[config.mk]
export PLATFORM = sky130hd
export DESIGN_NAME = fan_ctrl
export DESIGN_NICKNAME = d
export VERILOG_FILES = /design/src/include/fan_pkg.sv /design/src/include/fan_duty_if.sv /design/src/rtl/fan_pwm.sv /design/src/rtl/fan_ctrl.sv
export VERILOG_INCLUDE_DIRS = /design/src /design/src/include
export SDC_FILE = /design/constraint.sdc
export NUM_CORES = 1
export LEC_CHECK = 0
export BUFFER_PORTS_ARGS = -buffer_cell sky130_fd_sc_hd__buf_2
export CORE_ASPECT_RATIO = 0.9
export CORE_MARGIN = 5
export CORE_UTILIZATION = 40
export CTS_CLUSTER_SIZE = 10
export DETAILED_ROUTE_END_ITERATION = 12
export HOLD_SLACK_MARGIN = 0.05
export MAX_ROUTING_LAYER = met4
export PLACE_DENSITY_LB_ADDON = 0.05
export SETUP_SLACK_MARGIN = 0.05
export SKIP_CTS_REPAIR_TIMING = 1
export SLEW_MARGIN = 20
export SYNTH_ARGS = -nofsm -noshare
export SYNTH_HDL_FRONTEND = slang
export SYNTH_SLANG_ARGS = --single-unit
[constraint.sdc]
create_clock -name mclk_i -period 6.2 [get_ports mclk_i]
set_input_delay 0.31 -clock mclk_i [delete_from_list [all_inputs] [get_ports mclk_i]]
set_output_delay 0.31 -clock mclk_i [all_outputs]
set_load 0.05 [all_outputs]
[src/include/fan_regs.svh]
`ifndef FAN_REGS_SVH
`define FAN_REGS_SVH

`define CLK_HZ          20000000
`define CYC_PER_US      (`CLK_HZ / 1000000)
`define CYC_PER_MS      (`CLK_HZ / 1000)

// analog levels carried as millivolt codes
`define MV_ZERO_DUTY    12'h0bb8
`define MV_FULL_DUTY    12'h03e8
`define MV_LOCK_HI      12'h0bb8
`define MV_LOCK_LO      12'h03e8
`define MV_RESET        12'h0000

// restart timing, times as printed
`define T_ON_MS         560
`define T_OFF_MS        6800
`define CHARGE_STEP_CYC ((`T_ON_MS * `CYC_PER_MS) / 2000)
`define DISCH_STEP_CYC  ((`T_OFF_MS * `CYC_PER_MS) / 2000)

// commutation delay
`define COM_DEL_US      100
`define COM_DEL_CYC     (`COM_DEL_US * `CYC_PER_US)

// pwm ramp and current-limit slew
`define PWM_STEP_MV     12'h0005
`define LIMIT_STEP_CYC  8'h14
`define LIMIT_MAX_MV    12'h07d0

`endif

[src/include/fan_pkg.sv]
package fan_pkg;
	typedef logic [11:0] mv_t;
	typedef logic [16:0] cyc_t;
	typedef enum logic [1:0] {
		LOCK_RUN,
		LOCK_WAIT,
		LOCK_DRIVE
	} lock_state_e;
endpackage

[src/include/fan_duty_if.sv]
interface fan_duty_if;
	import fan_pkg::*;
	mv_t  spd_mv;
	mv_t  min_speed_in_mv;
	mv_t  sense_mv;
	mv_t  thresh_mv;
	logic pwm_on;
	modport ctrl (output spd_mv, output min_speed_in_mv, output sense_mv, output thresh_mv,
		input pwm_on);
	modport pwm (input spd_mv, input min_speed_in_mv, input sense_mv, input thresh_mv,
		output pwm_on);
endinterface

[src/rtl/fan_pwm.sv]
`include "fan_regs.svh"

module fan_pwm
	import fan_pkg::*;
(
	input  wire logic mclk_i,
	input  wire logic rst_i,
	fan_duty_if.pwm   duty
);

	mv_t        ramp;
	mv_t        next_ramp;
	mv_t        corr;
	mv_t        next_corr;
	logic [7:0] tick_cnt;
	logic [7:0] next_tick_cnt;
	logic       pwm_q;
	logic       next_pwm_q;
	logic [12:0] sum_mv;
	mv_t        eff_mv;

	// sawtooth between the two duty levels, like the timing capacitor
	always_comb begin
		if (ramp >= `MV_ZERO_DUTY - `PWM_STEP_MV) begin
			next_ramp = `MV_FULL_DUTY;
		end else begin
			next_ramp = ramp + `PWM_STEP_MV;
		end
	end

	// slow slew of the correction so the loop does not ring
	always_comb begin
		next_tick_cnt = tick_cnt + 8'h01;
		next_corr     = corr;
		if (tick_cnt >= `LIMIT_STEP_CYC - 8'h01) begin
			next_tick_cnt = 8'h00;
			if (duty.sense_mv > duty.thresh_mv) begin
				if (corr < `LIMIT_MAX_MV) begin
					next_corr = corr + 12'h001;
				end
			end else if (corr != 12'h000) begin
				next_corr = corr - 12'h001;
			end
		end
	end

	// demand plus correction, clamped at the minimum-speed level
	always_comb begin
		sum_mv = {1'b0, duty.spd_mv} + {1'b0, corr};
		if (sum_mv > {1'b0, duty.min_speed_in_mv}) begin
			eff_mv = duty.min_speed_in_mv;
		end else begin
			eff_mv = sum_mv[11:0];
		end
		// higher demand voltage means lower duty
		next_pwm_q = (duty.spd_mv <= `MV_ZERO_DUTY) && (ramp >= eff_mv);
	end

	always_ff @(posedge mclk_i) begin
		if (rst_i) begin
			ramp     <= `MV_FULL_DUTY;
			corr     <= `MV_RESET;
			tick_cnt <= 8'h00;
			pwm_q    <= 1'b0;
		end else begin
			ramp     <= next_ramp;
			corr     <= next_corr;
			tick_cnt <= next_tick_cnt;
			pwm_q    <= next_pwm_q;
		end
	end

	assign duty.pwm_on = pwm_q;

endmodule

[src/rtl/fan_ctrl.sv]
`include "fan_regs.svh"

module fan_ctrl
	import fan_pkg::*;
#(
	parameter cyc_t CHARGE_STEP_CYC = 17'(`CHARGE_STEP_CYC),
	parameter cyc_t DISCH_STEP_CYC  = 17'(`DISCH_STEP_CYC)
) (
	input  wire logic        mclk_i,
	input  wire logic        rst_i,
	input  wire logic        hall_high_i,
	input  wire logic [11:0] speed_demand_in_i,
	input  wire logic [11:0] min_speed_in_i,
	input  wire logic [11:0] current_sense_i,
	input  wire logic [11:0] current_threshold_in_i,
	input  wire logic [11:0] commutation_delay_adj_i,
	output logic             speed_pulse_out_o,
	output logic             speed_pulse_out_oe_o,
	output logic             locked_flag_o,
	output logic             locked_flag_oe_o,
	output logic             low_side_drive_a_o,
	output logic             low_side_drive_b_o,
	output logic             high_side_drive_a_o,
	output logic             high_side_drive_b_o,
	output logic [11:0]      lock_timing_cap_o
);

	localparam int unsigned SYNC_W = 61;

	// pin synchronisers, two stages before any logic looks
	logic [SYNC_W-1:0] sync_a;
	logic [SYNC_W-1:0] sync_b;
	logic [SYNC_W-1:0] next_sync_a;
	logic [SYNC_W-1:0] next_sync_b;

	logic hall_s;
	mv_t  spd_s;
	mv_t  min_speed_in_s;
	mv_t  sense_s;
	mv_t  thresh_s;
	mv_t  commutation_delay_adj_s;

	// hall edge and commutation delay
	logic hall_d;
	logic next_hall_d;
	logic hall_edge;
	cyc_t del_cnt;
	cyc_t next_del_cnt;
	logic del_pend;
	logic next_del_pend;
	logic phase_b;
	logic next_phase_b;
	cyc_t del_load;

	// lock timing
	lock_state_e state;
	lock_state_e next_state;
	mv_t         cap;
	mv_t         next_cap;
	cyc_t        div;
	cyc_t        next_div;
	cyc_t        div_rate;
	logic        div_step;

	// registered outputs and the drive enable
	logic fg_q;
	logic next_fg_q;
	logic rd_q;
	logic next_rd_q;
	logic lo_a;
	logic lo_b;
	logic hi_a;
	logic hi_b;
	logic next_lo_a;
	logic next_lo_b;
	logic next_hi_a;
	logic next_hi_b;
	logic drive_en;

	fan_duty_if duty ();

	// synchroniser stages
	always_comb begin
		next_sync_a = {hall_high_i, speed_demand_in_i, min_speed_in_i, current_sense_i,
			current_threshold_in_i, commutation_delay_adj_i};
		next_sync_b = sync_a;
	end

	always_ff @(posedge mclk_i) begin
		if (rst_i) begin
			sync_a <= '0;
			sync_b <= '0;
		end else begin
			sync_a <= next_sync_a;
			sync_b <= next_sync_b;
		end
	end

	assign hall_s   = sync_b[60];
	assign spd_s    = sync_b[59:48];
	assign min_speed_in_s   = sync_b[47:36];
	assign sense_s  = sync_b[35:24];
	assign thresh_s = sync_b[23:12];
	assign commutation_delay_adj_s = sync_b[11:0];

	// demand path to the pwm block
	assign duty.spd_mv    = spd_s;
	assign duty.min_speed_in_mv   = min_speed_in_s;
	assign duty.sense_mv  = sense_s;
	assign duty.thresh_mv = thresh_s;

	fan_pwm u_pwm (
		.mclk_i (mclk_i),
		.rst_i  (rst_i),
		.duty   (duty.pwm)
	);

	// delay in microseconds, zero selects the nominal figure
	always_comb begin
		if (commutation_delay_adj_s == 12'h000) begin
			del_load = 17'(`COM_DEL_CYC);
		end else begin
			del_load = 17'(commutation_delay_adj_s * 17'(`CYC_PER_US));
		end
	end

	assign hall_edge = hall_s ^ hall_d;

	// phase follows hall only after the delay; a new edge restarts it
	always_comb begin
		next_hall_d   = hall_s;
		next_del_cnt  = del_cnt;
		next_del_pend = del_pend;
		next_phase_b  = phase_b;
		if (hall_edge) begin
			next_del_cnt  = del_load;
			next_del_pend = 1'b1;
		end else if (del_pend) begin
			if (del_cnt <= 17'h0_0001) begin
				next_del_pend = 1'b0;
				next_phase_b  = hall_s;
				next_del_cnt  = 17'h0_0000;
			end else begin
				next_del_cnt = del_cnt - 17'h0_0001;
			end
		end
	end

	always_ff @(posedge mclk_i) begin
		if (rst_i) begin
			hall_d   <= 1'b0;
			del_cnt  <= 17'h0_0000;
			del_pend <= 1'b0;
			phase_b  <= 1'b0;
		end else begin
			hall_d   <= next_hall_d;
			del_cnt  <= next_del_cnt;
			del_pend <= next_del_pend;
			phase_b  <= next_phase_b;
		end
	end

	// cap charges slowly, discharges twelve times slower
	assign div_rate = (state == LOCK_WAIT) ? DISCH_STEP_CYC : CHARGE_STEP_CYC;
	assign div_step = (div >= div_rate - 17'h0_0001);

	// lock detector modelled as a capacitor voltage in millivolts
	always_comb begin
		next_state = state;
		next_cap   = cap;
		next_div   = div_step ? 17'h0_0000 : div + 17'h0_0001;
		case (state)
			LOCK_RUN: begin
				if (hall_edge) begin
					next_cap = `MV_RESET;
					next_div = 17'h0_0000;
				end else if (div_step) begin
					if (cap >= `MV_LOCK_HI - 12'h001) begin
						next_cap   = `MV_LOCK_HI;
						next_state = LOCK_WAIT;
					end else begin
						next_cap = cap + 12'h001;
					end
				end
			end
			LOCK_WAIT: begin
				if (hall_edge) begin
					next_state = LOCK_RUN;
					next_cap   = `MV_RESET;
					next_div   = 17'h0_0000;
				end else if (div_step) begin
					if (cap <= `MV_LOCK_LO + 12'h001) begin
						next_cap   = `MV_LOCK_LO;
						next_state = LOCK_DRIVE;
					end else begin
						next_cap = cap - 12'h001;
					end
				end
			end
			LOCK_DRIVE: begin
				if (hall_edge) begin
					next_state = LOCK_RUN;
					next_cap   = `MV_RESET;
					next_div   = 17'h0_0000;
				end else if (div_step) begin
					if (cap >= `MV_LOCK_HI - 12'h001) begin
						next_cap   = `MV_LOCK_HI;
						next_state = LOCK_WAIT;
					end else begin
						next_cap = cap + 12'h001;
					end
				end
			end
			default: begin
				next_state = LOCK_RUN;
				next_cap   = `MV_RESET;
				next_div   = 17'h0_0000;
			end
		endcase
	end

	always_ff @(posedge mclk_i) begin
		if (rst_i) begin
			state <= LOCK_RUN;
			cap   <= `MV_RESET;
			div   <= 17'h0_0000;
		end else begin
			state <= next_state;
			cap   <= next_cap;
			div   <= next_div;
		end
	end

	// only the wait phase of a stall removes drive
	assign drive_en = (state != LOCK_WAIT);

	// bridge and flag outputs, registered so no glitch reaches the gates
	always_comb begin
		next_fg_q = hall_s;
		next_rd_q = (state != LOCK_RUN);
		next_lo_a = drive_en && !phase_b && duty.pwm_on;
		next_lo_b = drive_en && phase_b && duty.pwm_on;
		next_hi_a = drive_en && !phase_b;
		next_hi_b = drive_en && phase_b;
	end

	always_ff @(posedge mclk_i) begin
		if (rst_i) begin
			fg_q <= 1'b0;
			rd_q <= 1'b0;
			lo_a <= 1'b0;
			lo_b <= 1'b0;
			hi_a <= 1'b0;
			hi_b <= 1'b0;
		end else begin
			fg_q <= next_fg_q;
			rd_q <= next_rd_q;
			lo_a <= next_lo_a;
			lo_b <= next_lo_b;
			hi_a <= next_hi_a;
			hi_b <= next_hi_b;
		end
	end

	// open-drain pins: data always low, enable pulls the wire down
	assign speed_pulse_out_o    = 1'b0;
	assign speed_pulse_out_oe_o = !fg_q;
	assign locked_flag_o        = 1'b0;
	assign locked_flag_oe_o     = !rd_q;

	assign low_side_drive_a_o  = lo_a;
	assign low_side_drive_b_o  = lo_b;
	assign high_side_drive_a_o = hi_a;
	assign high_side_drive_b_o = hi_b;
	assign lock_timing_cap_o   = cap;

endmodule

======== After elaboration in Yosys (flattened, before gate mapping) ========
Index checks and enable logic that the tools add are counted.
storage, ports and cells
  register bits ........................... 211
  input port bits ......................... 63
  logic and storage cells ................. 101
cells by class
  add/subtract/negate cells ............... 10
  multiply operators ...................... 1
  magnitude comparators ................... 11
  equality and inequality tests ........... 8
  multiplexer cells ....................... 27
  bitwise operators ....................... 3
  reductions and logical operators ........ 23
operators with widths
  cell                                                                      number
  12-bit 2-to-1 mux                                                         10
  17-bit 2-to-1 mux                                                         5
  17-bit by 1-bit subtractor with 17-bit output (second input constant)     2
  12-bit by 1-bit adder with 12-bit output (second input constant)          2
  12-bit greater-or-equal comparator (second input constant)                2
  12-bit one-hot mux with 2 select lines                                    1
  12-bit by 1-bit subtractor with 12-bit output (second input constant)     2
  17-bit by 1-bit adder with 17-bit output (second input constant)          1
  17-bit greater-or-equal comparator                                        1
  17-bit by 1-bit <= comparator with 1-bit output (second input constant)   1
  12-bit by 3-bit multiplier with 15-bit output (second input constant)     1
  2-bit 2-to-1 mux                                                          7
  12-bit by 12-bit adder with 13-bit output                                 1
  13-bit by 12-bit > comparator with 1-bit output                           1
  12-bit by 3-bit adder with 12-bit output (second input constant)          1
  12-bit greater-or-equal comparator                                        1
  12-bit > comparator                                                       1
  12-bit by 10-bit <= comparator with 1-bit output (second input constant)  1
  12-bit <= comparator (second input constant)                              1
  12-bit zero test                                                          1
  12-bit by 11-bit < comparator with 1-bit output (second input constant)   1
  12-bit nonzero test                                                       1
  3-bit AND reduction                                                       3
  8-bit by 1-bit adder with 8-bit output (second input constant)            1
  20 further kinds                                                          34

======== Longest topological paths before layout ========
Gate-level depths: netlist of run 1.
  depth after elaboration ................. 7
  gate-level depth with buffers ........... 23
  mapped depth without buffers ............ 23

======== Hierarchy ========
A second synthesis of run 1 with hierarchy kept.
second synthesis, totals
  cells, all modules ...................... 1,129
  area, all modules ....................... 10,346.2 µm²
modules (own cells, without submodules)
  module    times used  cells an instance  area an instance (µm²)  sequential area each (µm²)
  fan_ctrl  1           738                7,081.8                 3,563.4
  fan_pwm   1           391                3,264.4                 660.6

======== Worst setup path after synthesis of run 1 ========
Ideal clock, no wire load.
  kind .................................... register to register
  start ................................... register u_pwm.corr[0]
  end ..................................... register u_pwm.pwm_q, in the netlist u_pwm.duty.pwm_on
  library setup time ...................... 0.122 ns
  arrival ................................. 4.546 ns
  required time ........................... 6.078 ns
  setup slack ............................. 1.531 ns
  stages on the path, launching flop included .. 24
  buffers on the path ..................... 0
  cells stage by stage .................... dfxtp_1 > ha_1 > inv_1 > fa_1 > nor2b_1 > o31a_1 > a311o_1 > a21oi_2 > a21oi_1 > xor2_1 > ha_1 > a21o_1 > a211oi_1 > o2111ai_1 > a22oi_2 > mux2_2 > ha_1 > nand2b_1 > a21o_1 > a21o_1 > a211oi_1 > o21ai_0 > o211ai_1 > a21oi_1
on the way
  word-level cells in the longest chain between the ends .. 5
ends and longest elaborated chain
  item                                             line           RTL
  start: declaration                               fan_pwm.sv:13  mv_t corr;
  start signal: assignment                         fan_pwm.sv:62  corr <= `MV_RESET;
  start signal: assignment                         fan_pwm.sv:67  corr <= next_corr;
  12-bit by 12-bit adder with 13-bit output *      fan_pwm.sv:49  sum_mv = {1'b0, duty.spd_mv} + {1'b0, corr};
  13-bit by 12-bit > comparator with 1-bit output  fan_pwm.sv:50  if (sum_mv > {1'b0, duty.min_speed_in_mv}) begin
  12-bit 2-to-1 mux *                              fan_pwm.sv:50
  12-bit greater-or-equal comparator *             fan_pwm.sv:56  next_pwm_q = (duty.spd_mv <= `MV_ZERO_DUTY) && (ramp >= eff_mv);
  1-bit logical AND *                              fan_pwm.sv:56
  end signal: assignment                           fan_pwm.sv:69  pwm_q <= next_pwm_q;
  end: declaration                                 fan_pwm.sv:17  logic pwm_q;
Every way passes the cells marked *; elsewhere a longest branch is shown, timed or not.
A chain may end at the register's enable or synchronous reset.

======== Final worst setup path of run 1 ========
Same ends and word-level chain as after synthesis.

==> results of run 1 <==
[critical path, stage by stage (launching register included)]
cell	delay, ps
dfxtp_1	470
ha_1	250
inv_1	60
fa_1	410
nor2b_1	180
o31a_1	200
a311o_1	210
a21oi_2	80
a21oi_1	160
xor2_1	220
ha_1	280
a21o_1	160
a211oi_1	330
o2111ai_1	190
a22oi_2	230
mux2_2	360
ha_1	260
nand2b_1	140
a21o_1	170
a21o_1	170
a211oi_1	240
o21ai_0	130
o211ai_1	110
a21oi_1	90
[cell families after synthesis]
| kind of cell | count (synthesis) | synth area share [%] |
|---|---|---|
| AND/OR/NAND/NOR | 416 | 22.1 |
| AO/OA/AOI/OAI | 236 | 14.5 |
| flip-flops | 211 | 40.8 |
| adder cells (fa/ha/maj) | 94 | 11.6 |
| buffers and inverters | 89 | 3.66 |
| XOR/XNOR | 72 | 6.09 |
| multiplexers | 12 | 1.17 |
| other | 1 | 0.0362 |
[sequential cells by signal, summed over array words and instances, names as in the netlist]
signal,count
high_side_drive_a_o,1
div,17
next_sync_b,61
high_side_drive_b_o,1
phase_b,1
del_pend,1
u_pwm.corr,12
low_side_drive_b_o,1
u_pwm.ramp,12
sync_b,61
lock_timing_cap_o,12
fg_q,1
del_cnt,17
state,2
u_pwm.tick_cnt,8
rd_q,1
u_pwm.duty.pwm_on,1
low_side_drive_a_o,1
[worst max-delay path by stage]
stage,start,end,slack (ps),cells after the start
finish,u_pwm.corr[0],u_pwm.duty.pwm_on,980,23
detailed placement,u_pwm.corr[0],u_pwm.duty.pwm_on,1030,23
global placement,u_pwm.corr[0],u_pwm.duty.pwm_on,1100,23
CTS,u_pwm.corr[0],u_pwm.duty.pwm_on,970,23
floorplan,u_pwm.corr[0],u_pwm.duty.pwm_on,1530,23
global route,u_pwm.corr[0],u_pwm.duty.pwm_on,600,23
[through the flow]
step	instance area, um2	utilization, %	std cells
final	12300	48.6	1607
after global routing	12300	48.6	1607
after CTS	11800	46.6	1557
after detailed placement	11000	43.6	1521
after global placement	11000	43.6	1521
after floorplan	10400	-	1135
[layout by cell type (no fill, tap or decap), drive strengths merged, types with 4 or more instances in the layout]
cell type,Yosys,final
dfxtp,211,211
nor2b,131,131
a21oi,92,92
ha,91,91
buf,13,84
nor2,84,84
nand2,71,71
dlygate4sd3,0,50
inv,49,49
o21ai,42,42
xnor2,40,40
clkbuf,27,33
xor2,32,32
nand3,27,27
nor3,26,26
a21o,20,20
nor4,14,14
a31oi,13,13
nand4,11,11
mux2i,11,11
or3,10,10
and3,10,10
nand2b,9,9
o211ai,9,9
a211oi,9,9
o21bai,8,8
o21a,6,6
o31ai,5,5
conb,1,5
and2,5,5
or4,5,5
a211o,4,4
or2,4,4
[cell type report]
cell class / instances / area share [%]
multi-input combinational: 835 / 46.9
sequential: 211 / 34.3
timing repair buffer: 134 / 7.58
clock buffer: 33 / 5.92
tap: 342 / 3.48
inverter: 49 / 1.49
clock inverter: 3 / 0.325
[power by group through the flow]
stage / logic, uW / registers [uW] / clock network, uW
4_1_cts: 1290 / 1570 / 1440
3_5_place_dp: 1280 / 1600 / 0
2_1_floorplan: 1020 / 1570 / 0
3_3_place_gp: 1270 / 1600 / 0
5_1_grt: 1480 / 1590 / 1480
6_report: 1300 / 1570 / 1390
[routing by layer]
metal  up-vias  part of all wire (%)  wire length [um]
met2        94                    48             11100
met3        32                   2.8               648
met5         -                     0                 0
li1       4185                     -                 -
met1      3696                    47             11100
met4         0                   2.1               486
==> reports/results.ini, run 1 <==
[run_status]
outcome=finished clean

[floorplanning]
core_area_um2=25300
die_area_um2=29200
rows=55
ios=83
start_util_pct=40.9
die_height_um=163
die_x_um=180

[routing]
viasPerCell=4.98
drtPass1Iterations=4
wl_per_cell_um=14.5
routed_wl_um=23400
drt_iter0_markers=344
vias=8007
ant_nets=0
drc=0

[sta]
min_period_ps=5220
hold_viol_final=0
drv_slew=0
max_slew_margin_pct=36.4
worst_slew_pin_slew_ps=954
fin_ws_ps=983
holdWs_ps=30.6
setup_violations=0
final.setup.tns_ps=0
rsz0062_at_grt=false
fin_skew_ps=8.53
fmax_ghz=0.192
finalCritPeriodShare_pct=84.1

[worst_hold_path]
worstHoldStart=current_threshold_in_i[8]
hold_path.class=in2reg
holdPathStages=2
min_delay_worst_endpoint=next_sync_b[20]

[clock_network]
cts_htree_levels=1
clk_pin_slew_ps=60
insertion_delay_ps=520
cts_buffers=26
clk_path_buf_depth=3
cts_tree=yes
cts_sinks=211
cts_root_buf=clkbuf_16

[logic_synthesis]
netlist_top_cells_area=dfxtp_1 (41%), ha_1 (11%), nor2b_1 (7.9%)
synthTopCellsByCount=dfxtp_1 (211), nor2b_1 (131), a21oi_1 (91), ha_1 (91), nor2_1 (73)
async_flop_share_pct=0
synth_top_area_cell=dfxtp_1
synth_top_area_share_pct=40.8
synth_edf_count=0
ys_ff_latch=211
yosys_warnings=0
yosys.cell_types.count=76
ys.flop_type=dfxtp_1
yosysSeqAreaShare_pct=40.8
synth.most_common_cell=dfxtp_1
netlist_area_um2=10400
syn_inst=1131
avgSynthCellArea_um2=9.15

[pwr]
clockPowerShare_pct=32.6
power_density_nw_per_um2=346
finalPower_uw=4260
peakVddDrop_uv=190
pwr-share-comb_pct=30.6
netSwitchingFraction_pct=31.7
p_int_uw=2910
seq_power_share_pct=36.8
cellLeakagePower_uw=0.00524
p_switching_uw=1350

[global_route]
grt_first_pass_wirelength_um=36900
top_usage_layer=met2
met1_usage_pct=19.9
antenna_found_initial=0
grt_max_degree=97
first_global_vias=7447
grt.total_usage_pct=15.3
gr-usage-met3_pct=2.32
overflow=0
use_met2_pct=25.3

[run]
maxCapViolCount=0

[placement]
dp_hpwl_um=16600
portBuffers=80
preCtsSetupSlack_ps=1030
gp_congestion=0.806

[finish]
area_growth_pct=18.9
diodes=0
multi_input_area_um2=5770
regArea_um2=4220
nets=1414
fillers=2539
drive_gt1_share_pct=12.1

[setup_path]
crit_path_end_kind=flop
crit_type=reg2reg
crit_required_ps=6600
worst_r2r_path_depth=23
critPathLaunchType=flop
reg2reg_to=u_pwm.duty.pwm_on
cp_max_fo=6
timing.rr.start=u_pwm.corr[0]
r2r_slack_ps=980
cp.arrival_ps=5610

(Power assumes the default switching activity.)
==> inputs of run 2 (changes only) <==
- clock period: 6.2 -> 5.3 ns (I/O delays scaled with it)
==> reports/results.ini, run 2 (same netlist as run 1, synthesis figures left out) <==
[pwr]
peakVddDrop_uv=200  ; was 190 uV
clockPowerShare_pct=30.4  ; was 32.6%
power_density_nw_per_um2=392  ; was 346 nW/um2
p_int_uw=3290  ; was 2910 uW
netSwitchingFraction_pct=31.9  ; was 31.7%
p_switching_uw=1540  ; was 1350 uW
pwr-share-comb_pct=31.7  ; was 30.6%
cellLeakagePower_uw=0.00524  ; about the same
seq_power_share_pct=37.9  ; was 36.8%

[sta]
max_slew_margin_pct=38.1  ; was 36.4%
drv_slew=0  ; unchanged
rsz0062_at_grt=false  ; unchanged
min_period_ps=4850  ; was 5220 ps
hold_viol_final=0  ; unchanged
fin_skew_ps=12.9  ; was 8.53 ps
final.setup.tns_ps=0  ; unchanged
setup_violations=0  ; unchanged
worst_slew_pin_slew_ps=929  ; was 954 ps
fmax_ghz=0.206  ; was 0.192 GHz
holdWs_ps=79.7  ; was 30.6 ps
finalCritPeriodShare_pct=91.5  ; was 84.1%

[setup_path]
critPathLaunchType=flop  ; unchanged
crit_type=reg2reg  ; unchanged
timing.rr.start=sync_b[48]  ; was u_pwm.corr[0]
crit_end=u_pwm.duty.pwm_on  ; unchanged
crit_path_end_kind=flop  ; unchanged
cp.arrival_ps=5230  ; was 5610 ps
crit_required_ps=5680  ; was 6600 ps
reg2reg_to=u_pwm.duty.pwm_on  ; unchanged
cp_max_fo=3  ; was 6
worstSetupStartpoint=sync_b[48]  ; was u_pwm.corr[0]
r2r_slack_ps=450  ; was 980 ps
worst_r2r_path_depth=23  ; unchanged

[clock_network]
cts_tree=yes  ; unchanged
insertion_delay_ps=500  ; was 520 ps
clk_pin_slew_ps=50  ; was 60 ps
cts_sinks=211  ; unchanged
cts_root_buf=clkbuf_16  ; unchanged
cts_buffers=25  ; was 26
clk_path_buf_depth=3  ; unchanged
cts_htree_levels=1  ; unchanged

[worst_hold_path]
hold_path.class=in2reg  ; unchanged
holdPathStages=2  ; unchanged

[floorplanning]
core_area_um2=25300  ; unchanged
die_area_um2=29200  ; unchanged
die_height_um=163  ; unchanged
start_util_pct=40.9  ; unchanged
die_x_um=180  ; unchanged
rows=55  ; unchanged
ios=83  ; unchanged

[finish]
drive_gt1_share_pct=12.3  ; was 12.1%
area_growth_pct=19.2  ; was 18.9%
design_area_um2=12300  ; about the same
diodes=0  ; unchanged
fillers=2470  ; was 2539
final_cell_mix=dfxtp_1 (211), nor2b_1 (130), a21oi_1 (91)  ; was dfxtp_1 (211), nor2b_1 (131), a21oi_1 (91), ha_1 (91), buf_2 (79)
multi_input_area_um2=5790  ; was 5770 um2
regArea_um2=4220  ; unchanged
nets=1425  ; was 1414
final_common_cell=dfxtp_1  ; unchanged

[routing]
routed_wl_um=23000  ; was 23400 um
ant_nets=0  ; unchanged
vias=7970  ; was 8007
viasPerCell=4.94  ; was 4.98
wl_per_cell_um=14.3  ; was 14.5 um
drc=0  ; unchanged
drtPass1Iterations=4  ; unchanged
drt_iter0_markers=212  ; was 344

[placement]
dp_hpwl_um=16200  ; was 16600 um
portBuffers=80  ; unchanged
gp_congestion=0.810  ; was 0.806
placed_area_um2=11000  ; about the same

[global_route]
overflow=0  ; unchanged
grt_first_pass_wirelength_um=37000  ; was 36900 um
grt_max_degree=96  ; was 97
grt.total_usage_pct=15.3  ; about the same
first_global_vias=7490  ; was 7447
antenna_found_initial=0  ; unchanged

[run_status]
outcome=finished clean  ; unchanged

[run]
maxCapViolCount=0  ; unchanged

[run 2: cell count changes in the layout (fill, tap and decap cells not counted), moves of 2 or more]
cell and change:
dlygate4sd3_1 +9, buf_4 +3, clkbuf_1 -3, clkbuf_16 -2
[run 2: how the worst min path moves through the flow]
stage                                          start  slack (ps)              end
after floorplan           commutation_delay_adj_i[0]         390   next_sync_b[0]
after global routing             current_sense_i[10]          70  next_sync_b[34]
after detailed placement             next_sync_b[14]         420       sync_b[14]
after CTS                 commutation_delay_adj_i[8]         -50   next_sync_b[8]
after global placement                next_sync_b[9]         420        sync_b[9]
final                            current_sense_i[11]          80  next_sync_b[35]
[run 2: routing by layer]
layer  share of wire, %  global-route usage, %
met1                 48                   20.0
met2                 47                   25.4
met3                2.5                   2.39
met4                1.8                   2.98
met5                  0                      -
[run 2: power groups by stage]
stage	logic [uW]	clock network [uW]	registers, uW
floorplan	1200	0	1840
global placement	1490	0	1860
detailed placement	1480	0	1870
CTS	1500	1530	1830
global route	1750	1590	1850
finish	1540	1470	1830
[run 2: final cells by class]
type | count | share of cell area (%)
clock buffers | 28 | 5.40
clock inverters | 1 | 0.0406
inverters | 49 | 1.49
multi-input cells | 835 | 46.9
flip-flops and latches | 211 | 34.2
well taps | 342 | 3.47
repair buffers | 146 | 8.48
[run 2: through the flow]
stage	power [uW]	setup slack, ps	utilization, %	std cells
after CTS	4860	321	46.3	1551
after global routing	5190	61.3	48.7	1612
after global placement	3350	411	43.6	1522
final	4840	450	48.7	1612
after detailed placement	3350	350	43.6	1522
after floorplan	3040	631	-	1135
[run 2: critical path, stage by stage, from the launching register on]
cell	delay, ps
dfxtp_1	310
ha_2	190
inv_1	70
fa_1	220
nor2b_2	60
o31a_1	310
a311o_1	370
a21oi_2	170
a21oi_1	100
xor2_1	210
ha_1	270
a21o_1	170
a211oi_2	240
o2111ai_1	150
a22oi_2	250
mux2_2	360
ha_1	260
nand2b_1	140
a21o_1	170
a21o_1	170
a211oi_1	230
o21ai_0	120
o211ai_1	100
a21oi_1	80
